File: src/include/actcfg_params.svh
// Offsets, field positions, reset values and decode constants for the
// channel-two configuration register bank.
// Assumes an 8-bit control port with a 7-bit register address.
`ifndef ACTCFG_PARAMS_SVH
`define ACTCFG_PARAMS_SVH

// ----------------------------------------------------------------------
// Register offsets
// ----------------------------------------------------------------------
`define ACTCFG_ADDR_INPUT_SETUP 7'h41
`define ACTCFG_ADDR_GAIN 7'h42
`define ACTCFG_ADDR_VOLUME 7'h43
`define ACTCFG_ADDR_GAIN_TRIM 7'h44

// ----------------------------------------------------------------------
// Reset values
// ----------------------------------------------------------------------
`define ACTCFG_RST_INPUT_SETUP 8'h00
`define ACTCFG_RST_GAIN 8'h00
`define ACTCFG_RST_VOLUME 8'hC9
`define ACTCFG_RST_GAIN_TRIM 8'h80

// ----------------------------------------------------------------------
// Field positions
// ----------------------------------------------------------------------
`define ACTCFG_KIND_BIT 7
`define ACTCFG_SRC_MSB 6
`define ACTCFG_SRC_LSB 5
`define ACTCFG_COUPLING_BIT 4
`define ACTCFG_IMP_MSB 3
`define ACTCFG_IMP_LSB 2
`define ACTCFG_SETUP_RSVD_BIT 1
`define ACTCFG_DYN_BIT 0
`define ACTCFG_GAIN_MSB 7
`define ACTCFG_GAIN_LSB 1
`define ACTCFG_SIGN_BIT 0
`define ACTCFG_TRIM_MSB 7
`define ACTCFG_TRIM_LSB 4

// ----------------------------------------------------------------------
// Decode limits
// ----------------------------------------------------------------------
`define ACTCFG_GAIN_MAX_CODE 7'h54
`define ACTCFG_VOL_UNITY_CODE 8'hC9
`define ACTCFG_TRIM_UNITY_CODE 4'h8
`define ACTCFG_SETUP_WMASK 8'hFD
`define ACTCFG_TRIM_WMASK 8'hF0

`endif

File: src/include/actcfg_pkg.sv
// Types shared by the channel-two configuration bank.
// Assumes nothing beyond the params header.
package actcfg_pkg;

  // Input source selection
  typedef enum logic [1:0] {
    ACTCFG_SRC_ANALOG_DIFF = 2'b00,
    ACTCFG_SRC_ANALOG_SE = 2'b01,
    ACTCFG_SRC_DIGITAL_MIC = 2'b10,
    ACTCFG_SRC_RESERVED = 2'b11
  } actcfg_source_t;

  // Typical input impedance selection
  typedef enum logic [1:0] {
    ACTCFG_IMP_2K5 = 2'b00,
    ACTCFG_IMP_10K = 2'b01,
    ACTCFG_IMP_20K = 2'b10,
    ACTCFG_IMP_RESERVED = 2'b11
  } actcfg_impedance_t;

endpackage

File: src/rtl/actcfg_decode.sv
// Decoder from stored register fields to front-end and signal-path controls.
// Assumes all inputs come from registers on the same clock.
`timescale 1ns/100ps
`include "actcfg_params.svh"

module actcfg_decode
  import actcfg_pkg::*;
(
  input wire logic [1:0] source_code,
  input wire logic coupling_raw,
  input wire logic [1:0] impedance_code,
  input wire logic [6:0] gain_code,
  input wire logic gain_sign,
  input wire logic [7:0] volume_code,
  output logic analog_selected,
  output logic digital_mic_selected,
  output logic coupling_effective,
  output logic [1:0] impedance_effective,
  output logic gain_code_legal,
  output logic negative_gain_allowed,
  output logic volume_muted,
  output logic config_fault
);

  // ----------------------------------------------------------------------
  // Source and front-end decode
  // ----------------------------------------------------------------------
  always_comb
  begin
    analog_selected = (source_code == ACTCFG_SRC_ANALOG_DIFF) ||
                      (source_code == ACTCFG_SRC_ANALOG_SE);
    digital_mic_selected = (source_code == ACTCFG_SRC_DIGITAL_MIC);
    // Coupling and impedance mean nothing for the digital mic path
    coupling_effective = analog_selected & coupling_raw;
    impedance_effective = analog_selected ? impedance_code : 2'b00;
    gain_code_legal = (gain_code <= `ACTCFG_GAIN_MAX_CODE);
    // Negative gain only with the 10k or 20k settings
    negative_gain_allowed = (impedance_code == ACTCFG_IMP_10K) ||
                            (impedance_code == ACTCFG_IMP_20K);
    volume_muted = (volume_code == 8'h00);
    // Any reserved code or unsupported sign/impedance pairing
    config_fault = (source_code == ACTCFG_SRC_RESERVED) ||
                   (impedance_code == ACTCFG_IMP_RESERVED) ||
                   !gain_code_legal ||
                   (gain_sign && !negative_gain_allowed);
  end

endmodule // actcfg_decode

File: src/rtl/actcfg_regs.sv
// Channel-two configuration register bank of a stereo audio ADC.
// Assumes a same-clock control port: write strobe, 7-bit address, 8-bit data.
`timescale 1ns/100ps
`include "actcfg_params.svh"

module actcfg_regs
  import actcfg_pkg::*;
(
  input wire logic clk,
  input wire logic rst_n,
  input wire logic reg_write, // One-cycle write strobe
  input wire logic reg_read, // One-cycle read strobe
  input wire logic [6:0] reg_addr,
  input wire logic [7:0] reg_wdata,
  output logic [7:0] reg_rdata, // Registered read data
  output logic reg_rvalid, // Pulse one cycle after reg_read
  output logic chan_two_input_kind,
  output logic [1:0] chan_two_source_select,
  output logic chan_two_coupling,
  output logic [1:0] chan_two_impedance,
  output logic chan_two_dynamics_enable,
  output logic [6:0] chan_two_analog_gain,
  output logic chan_two_gain_negative,
  output logic [7:0] chan_two_digital_volume,
  output logic [3:0] chan_two_gain_trim_code,
  output logic chan_two_analog_selected,
  output logic chan_two_digital_mic_selected,
  output logic chan_two_volume_muted,
  output logic chan_two_config_fault
);

  // ----------------------------------------------------------------------
  // Storage
  // ----------------------------------------------------------------------
  logic [7:0] chan_two_input_setup; // Input type, source, coupling, etc.
  logic [7:0] chan_two_gain; // Gain code and sign
  logic [7:0] chan_two_volume; // Digital volume
  logic [7:0] chan_two_gain_trim; // Trim in upper nibble
  logic dec_analog;
  logic dec_digital;
  logic dec_coupling;
  logic [1:0] dec_impedance;
  logic dec_gain_legal;
  logic dec_neg_allowed;
  logic dec_muted;
  logic dec_fault;
  logic [7:0] next_rdata;

  // ----------------------------------------------------------------------
  // Register writes
  // ----------------------------------------------------------------------
  // Read-only bits are masked so a careless writer cannot set them
  always_ff @(posedge clk or negedge rst_n)
  begin
    if (!rst_n)
    begin
      chan_two_input_setup <= `ACTCFG_RST_INPUT_SETUP;
      chan_two_gain <= `ACTCFG_RST_GAIN;
      chan_two_volume <= `ACTCFG_RST_VOLUME;
      chan_two_gain_trim <= `ACTCFG_RST_GAIN_TRIM;
    end
    else if (reg_write)
    begin
      unique case (reg_addr)
        `ACTCFG_ADDR_INPUT_SETUP:
          chan_two_input_setup <= reg_wdata & `ACTCFG_SETUP_WMASK;
        `ACTCFG_ADDR_GAIN:
          chan_two_gain <= reg_wdata;
        `ACTCFG_ADDR_VOLUME:
          chan_two_volume <= reg_wdata;
        `ACTCFG_ADDR_GAIN_TRIM:
          chan_two_gain_trim <= reg_wdata & `ACTCFG_TRIM_WMASK;
        default:
        begin
          // Other addresses belong to other banks
        end
      endcase
    end
  end

  // ----------------------------------------------------------------------
  // Read-back mux
  // ----------------------------------------------------------------------
  always_comb
  begin
    unique case (reg_addr)
      `ACTCFG_ADDR_INPUT_SETUP: next_rdata = chan_two_input_setup;
      `ACTCFG_ADDR_GAIN: next_rdata = chan_two_gain;
      `ACTCFG_ADDR_VOLUME: next_rdata = chan_two_volume;
      `ACTCFG_ADDR_GAIN_TRIM: next_rdata = chan_two_gain_trim;
      default: next_rdata = 8'h00; // Unmapped reads as zero
    endcase
  end

  // Read data registered so outputs come from flops
  always_ff @(posedge clk or negedge rst_n)
  begin
    if (!rst_n)
    begin
      reg_rdata <= 8'h00;
      reg_rvalid <= 1'b0;
    end
    else
    begin
      reg_rvalid <= reg_read;
      if (reg_read)
      begin
        reg_rdata <= next_rdata;
      end
    end
  end

  // ----------------------------------------------------------------------
  // Field decode
  // ----------------------------------------------------------------------
  actcfg_decode u_decode (
    .source_code (chan_two_input_setup[`ACTCFG_SRC_MSB:`ACTCFG_SRC_LSB]),
    .coupling_raw (chan_two_input_setup[`ACTCFG_COUPLING_BIT]),
    .impedance_code (chan_two_input_setup[`ACTCFG_IMP_MSB:`ACTCFG_IMP_LSB]),
    .gain_code (chan_two_gain[`ACTCFG_GAIN_MSB:`ACTCFG_GAIN_LSB]),
    .gain_sign (chan_two_gain[`ACTCFG_SIGN_BIT]),
    .volume_code (chan_two_volume),
    .analog_selected (dec_analog),
    .digital_mic_selected (dec_digital),
    .coupling_effective (dec_coupling),
    .impedance_effective (dec_impedance),
    .gain_code_legal (dec_gain_legal),
    .negative_gain_allowed (dec_neg_allowed),
    .volume_muted (dec_muted),
    .config_fault (dec_fault)
  );

  // ----------------------------------------------------------------------
  // Control outputs to front end and signal path
  // ----------------------------------------------------------------------
  // One cycle behind the stored fields; harmless for static settings,
  // and it keeps every output on a flop.
  // Reset values match what the stored registers decode to at reset,
  // so no output glitches on the first edge after release.

  // Front-end controls: input type, source, coupling, impedance
  always_ff @(posedge clk or negedge rst_n)
  begin
    if (!rst_n)
    begin
      chan_two_input_kind <= 1'b0;
      chan_two_source_select <= 2'b00;
      chan_two_coupling <= 1'b0;
      chan_two_impedance <= 2'b00;
      chan_two_dynamics_enable <= 1'b0;
    end
    else
    begin
      chan_two_input_kind <= chan_two_input_setup[`ACTCFG_KIND_BIT];
      chan_two_source_select <= chan_two_input_setup[`ACTCFG_SRC_MSB:`ACTCFG_SRC_LSB];
      chan_two_coupling <= dec_coupling;
      chan_two_impedance <= dec_impedance;
      // Only the enable lives here; the function it enables is chosen elsewhere
      chan_two_dynamics_enable <= chan_two_input_setup[`ACTCFG_DYN_BIT];
    end
  end

  // Analog channel gain and its sign
  always_ff @(posedge clk or negedge rst_n)
  begin
    if (!rst_n)
    begin
      chan_two_analog_gain <= 7'h00;
      chan_two_gain_negative <= 1'b0;
    end
    else
    begin
      // Reserved gain codes clamp to the top step rather than overdrive
      chan_two_analog_gain <= dec_gain_legal ?
        chan_two_gain[`ACTCFG_GAIN_MSB:`ACTCFG_GAIN_LSB] :
        `ACTCFG_GAIN_MAX_CODE;
      // Sign honoured only where the front end supports it
      chan_two_gain_negative <= chan_two_gain[`ACTCFG_SIGN_BIT] & dec_neg_allowed;
    end
  end

  // Digital level: volume, mute flag and gain trim
  always_ff @(posedge clk or negedge rst_n)
  begin
    if (!rst_n)
    begin
      chan_two_digital_volume <= `ACTCFG_VOL_UNITY_CODE;
      chan_two_gain_trim_code <= `ACTCFG_TRIM_UNITY_CODE;
      chan_two_volume_muted <= 1'b0;
    end
    else
    begin
      chan_two_digital_volume <= chan_two_volume;
      chan_two_gain_trim_code <=
        chan_two_gain_trim[`ACTCFG_TRIM_MSB:`ACTCFG_TRIM_LSB];
      chan_two_volume_muted <= dec_muted;
    end
  end

  // Source status flags and the configuration fault summary
  always_ff @(posedge clk or negedge rst_n)
  begin
    if (!rst_n)
    begin
      chan_two_analog_selected <= 1'b1;
      chan_two_digital_mic_selected <= 1'b0;
      chan_two_config_fault <= 1'b0;
    end
    else
    begin
      // Pin muxing is software's job; these flags let it be checked
      chan_two_analog_selected <= dec_analog;
      chan_two_digital_mic_selected <= dec_digital;
      // Fault only reports; the stored codes are never altered by it
      chan_two_config_fault <= dec_fault;
    end
  end

endmodule // actcfg_regs

File: config.mk
export PLATFORM = sky130hd
export DESIGN_NAME = actcfg_regs
export DESIGN_NICKNAME = d
export VERILOG_FILES = /design/src/include/actcfg_pkg.sv /design/src/rtl/actcfg_decode.sv /design/src/rtl/actcfg_regs.sv
export VERILOG_INCLUDE_DIRS = /design/src /design/src/include
export SDC_FILE = /design/constraint.sdc
export NUM_CORES = 1
export LEC_CHECK = 0
export BUFFER_PORTS_ARGS = -buffer_cell sky130_fd_sc_hd__clkbuf_2
export CORE_ASPECT_RATIO = 1.2
export CORE_UTILIZATION = 48
export DETAILED_ROUTE_END_ITERATION = 7
export PLACE_DENSITY = 0.75
export SLEW_MARGIN = 30
export SYNTH_ARGS = -nofsm -noshare
export SYNTH_HDL_FRONTEND = slang
export SYNTH_SLANG_ARGS = --single-unit
File: constraint.sdc
create_clock -name clk -period 1.15 [get_ports clk]
set_input_delay 0.115 -clock clk [delete_from_list [all_inputs] [get_ports clk]]
set_output_delay 0.115 -clock clk [all_outputs]
set_load 0.1 [all_outputs]
## Word level (Yosys, flattened, before mapping)

Index checks and enable logic that the tools add are counted.

| storage, ports and cells | value |
|---|---|
| bits in registers | 67 |
| output and inout port bits | 40 |
| logic and storage cells | 49 |

| operators by class | value |
|---|---|
| order comparisons | 1 |
| equality and inequality tests | 10 |
| multiplexer cells | 3 |
| bitwise operators | 2 |
| reductions and logical operators | 14 |

Operators with widths:

| kind | count |
|---|---|
| $pmux 8 s4 | 1 |
| $eq 7x7->1 const B | 4 |
| $eq 2x2->1 const B | 4 |
| $logic_not 8->1 | 1 |
| $reduce_and 2->1 | 4 |
| $le 7x7->1 const B | 1 |
| $mux 7 | 1 |
| $logic_or 1x1->1 | 5 |
| $eq 2x1->1 const B | 2 |
| $and 1x1->1 | 2 |
| $logic_not 1->1 | 2 |
| $logic_not 2->1 | 1 |
| $mux 2 | 1 |
| $logic_and 1x1->1 | 1 |

## Longest topological paths before layout

| logic depth | value |
|---|---|
| depth in word-level cells | 5 |
| mapped depth | 5 |
| mapped depth without buffers | 4 |

## By module

Synthesis repeated with hierarchy kept, for this count alone.

| unflattened totals | value |
|---|---|
| cells, all modules | 178 |
| area total of the unflattened synthesis | 2,607.5 sq um |

By module, submodules not included:

| module | times used | cells each | area each (sq um) |
|---|---|---|---|
| actcfg_regs | 1 | 161 | 2,499.9 |
| actcfg_decode | 1 | 17 | 107.6 |

## Worst setup path before layout

Ideal clock, no wire load.

| timing | value |
|---|---|
| kind | input port to flip-flop |
| start point | input port reg_addr[5] |
| end point | register chan_two_input_setup[0] |
| setup time | 0.125 ns |
| arrival time | 1.418 ns |
| setup slack | -0.393 ns |
| stages on the path | 5 |
| buffers on the path | 1 |
| cell sequence | nor4b_4 nand3b_2 or3b_1 buf_6 mux2_4 |

| on the way | value |
|---|---|
| cells in the longest elaborated chain, start to end | 2 |

Ends and longest elaborated chain:

| element | RTL line | source |
|---|---|---|
| from (decl) | actcfg_regs.sv:13 | `input wire logic [6:0] reg_addr,` |
| $eq 7x7->1 | actcfg_regs.sv:64 | `unique case (reg_addr)` |
| $reduce_and 2->1 (no source line) | n/a |  |
| to (signal assigned) | actcfg_regs.sv:57 | `` chan_two_input_setup <= `ACTCFG_RST_INPUT_SETUP; `` |
| to (signal assigned) | actcfg_regs.sv:66 | `` chan_two_input_setup <= reg_wdata & `ACTCFG_SETUP_WMASK; `` |
| to (decl) | actcfg_regs.sv:35 | `logic [7:0] chan_two_input_setup;` |

Every way passes these cells.
A chain may end at the register's enable or synchronous reset.

## Final worst setup path

| timing | value |
|---|---|
| start point | input port reg_addr[3] |
| end point | register chan_two_input_setup[7] |

Same word-level chain as after synthesis.

==> metrics.cfg <==
[synth]
ys_seq_area_share_pct = 65.2
synthFlopType = dfrtp_1
synthTopCellsByCount = dfrtp_1, mux2_2, dfstp_2
synth_most_common_cell = dfrtp_1
netlist.area_leader.share_pct = 54.1
netlist_area_sq_um = 2590
syn_nets = 196
synthTopCellsByArea = dfrtp_1, dfstp_2, mux2_2
syn_inst = 176
synth_warnings = 0
synth_area_leader_cell = dfrtp_1
synth-edff-count = 0
synth.distinct_cells = 34
ys_ff_latch = 67
synth_area_per_cell_sq_um = 14.7
async_flop_share_pct = 100

[pwr]
vdd_drop_max_mv = 1.15
power_mw = 6.36
powerDensity_nw_per_um2 = 1530
leakagePower_nw = 1.94

[final_layout]
stdcell_area_sq_um = 4140
insertedDiodeCount = 0
layout.cells.non_filler = 335
final_util_pct = 82.1
fin_nets = 291
drive_gt1_share_pct = 64.0
num-fill-cells = 263
area_growth_pct = 59.9

[floorplanning]
fp.dieH_um = 82.5
io_pins = 59
core_sq_um = 5040
dieWidth_um = 69.1
initial_core_util_pct = 51.4
die_area_sq_um = 5700
rows = 28

[place]
placedCellCount = 317
place_area_sq_um = 3780
io_buffers = 58
hpwl_um = 4080
routabilityCongestion = 0.841

[cts]
ctsLongestPathBuffers = 2
cts_tree = built
cts_root_buf = clkbuf_8
cts_sinks = 67
clk-insertion-delay-late_ns = 0.35
htreeDepth = 3
clk_pin_slew_ns = 0.07
cts_inserted_buffers = 9

[sta]
rsz0062_at_grt = true
maxSlewViolCount = 0
hold_violations = 0
setup_violations = 35
tightestPinTransition_ns = 0.364
fin_crit_ns = 1.32
finalCritPeriodShare_pct = 115
setup_ws_ns = -0.172
relSlewSlack_pct = 75.6
fin_worst_skew_ns = 0.00943
fmax_ghz = 0.756

[global_routing]
grt_pass1_wl_um = 9310
grt_pass1_vias = 1791
overflow = 0
track_usage_pct = 22.2
antenna_found_initial = 0
grt_max_degree = 68

[setup_path]
required_ns = 1.38
path_class = in2reg
critPathLaunchType = primary input
critical_path.max_fanout = 7
crit_path_end_kind = register
cp.arrival_ns = 1.55

[min_path]
hp-class = in2reg

[drt]
wl_um = 6680
drc = 0
viasPerCell = 5.46
drt-initial-drc-count = 91
dr_total_vias = 1829
detail-route-antenna-nets = 0
drtPass1Iterations = 4
wl_per_cell_um = 19.9

[status]
status = finished, violations left
violations = negative setup slack

[flow_run]
maxCapViolations = 0

==> cells in the final DEF (no fill, tap or decap), types with 3 or more instances in the layout <==
master / n
a22oi_1: 3
a22oi_2: 3
and2_1: 4
buf_12: 41
buf_4: 27
buf_6: 5
clkbuf_2: 16
clkbuf_8: 11
dfrtp_1: 48
dfrtp_2: 8
dfstp_2: 11
inv_1: 10
mux2_2: 16
mux2_4: 16
mux2i_1: 3
nand3b_1: 3
nor2b_1: 7
o22ai_2: 5
o32a_2: 3
==> logic make-up (layout without fill, tap and decap cells) <==
group	count (synthesis)	count (layout)	synth area share, %
adder cells (fa/ha/maj)	1	1	0.483
AND/OR/NAND/NOR	33	33	8.79
buffers and inverters	16	115	2.66
multiplexers	35	35	16.1
flip-flops	67	67	65.2
XOR/XNOR	1	1	0.338
AO/OA/AOI/OAI	23	23	6.42
==> area by class of cell <==
cell class	count	area, sq um	area share [%]
well taps	60	75.1	1.81
multi-input cells	93	966	23.3
inverters	10	37.5	0.906
repair buffers	90	1170	28.2
clock buffers	13	159	3.84
clock inverters	2	35.0	0.846
flip-flops and latches	67	1700	41.0
==> worst paths after layout <==
check                                 startpoint                          to  slack [ns]  cells after the start
hold / removal                          reg_read                reg_rdata[6]        0.04                      3
setup reg to reg                chan_two_gain[1]     chan_two_analog_gain[1]       -0.04                      4
setup / recovery                     reg_addr[3]     chan_two_input_setup[7]       -0.17                      5
min in group asynchronous                  rst_n     chan_two_analog_gain[5]        0.32                      3
hold reg to reg            chan_two_gain_trim[7]  chan_two_gain_trim_code[3]        0.37                      0
max in group asynchronous                  rst_n       chan_two_gain_trim[7]        0.50                      3
==> per-stage QoR <==
stage / TNS, ns / setup slack [ns] / hold slack, ns
6_report: -2.16 / -0.172 / 0.0408
4_1_cts: -2.71 / -0.164 / 0.0139
3_3_place_gp: -12.26 / -0.509 / 0.157
3_5_place_dp: -13.85 / -0.554 / 0.158
2_1_floorplan: -7.40 / -0.379 / -0.181
5_1_grt: -4.02 / -0.233 / 0.0469
==> state kept, by name (all words and copies together), names as in the netlist <==
signal                         count
chan_two_coupling                  1
chan_two_input_setup               7
reg_rvalid                         1
chan_two_gain_trim                 4
chan_two_config_fault              1
chan_two_volume_muted              1
chan_two_input_kind                1
chan_two_digital_mic_selected      1
chan_two_gain                      8
chan_two_impedance                 2
chan_two_analog_gain               7
chan_two_analog_selected           1
chan_two_gain_trim_code            4
reg_rdata                          8
chan_two_dynamics_enable           1
chan_two_source_select             2
chan_two_volume                    8
chan_two_digital_volume            8
chan_two_gain_negative             1
==> worst max-delay path: stages <==
cell and delay (ns):
buf_6 0.10, nor4b_4 0.40, nand3b_4 0.11, or3b_4 0.50, mux2_4 0.33
==> power breakdown <==
group          internal, mW  switching [mW]
logic                 0.662            1.03
registers              2.56           0.170
clock network          1.11           0.825
total                  4.33            2.03
==> repair_timing <==
item / CTS / global route
endpoints found under the hold margin: 56 / 0
endpoints found under the setup margin: 37 / 42
hold buffers: 1 / 0
resized for setup: 4 / 33
setup buffers: 1 / 2
pin swaps: 2 / 5
==> per-layer routing <==
layer  up-vias  part of all wire, %  GRT usage (%)
met3        11                  3.0           3.28
met1       940                   40           26.2
met5         -                    0              0
met4         0                  2.3           9.80
met2        67                   55           40.7
li1        811                    -              -
Power figures use the tool's default switching activity.
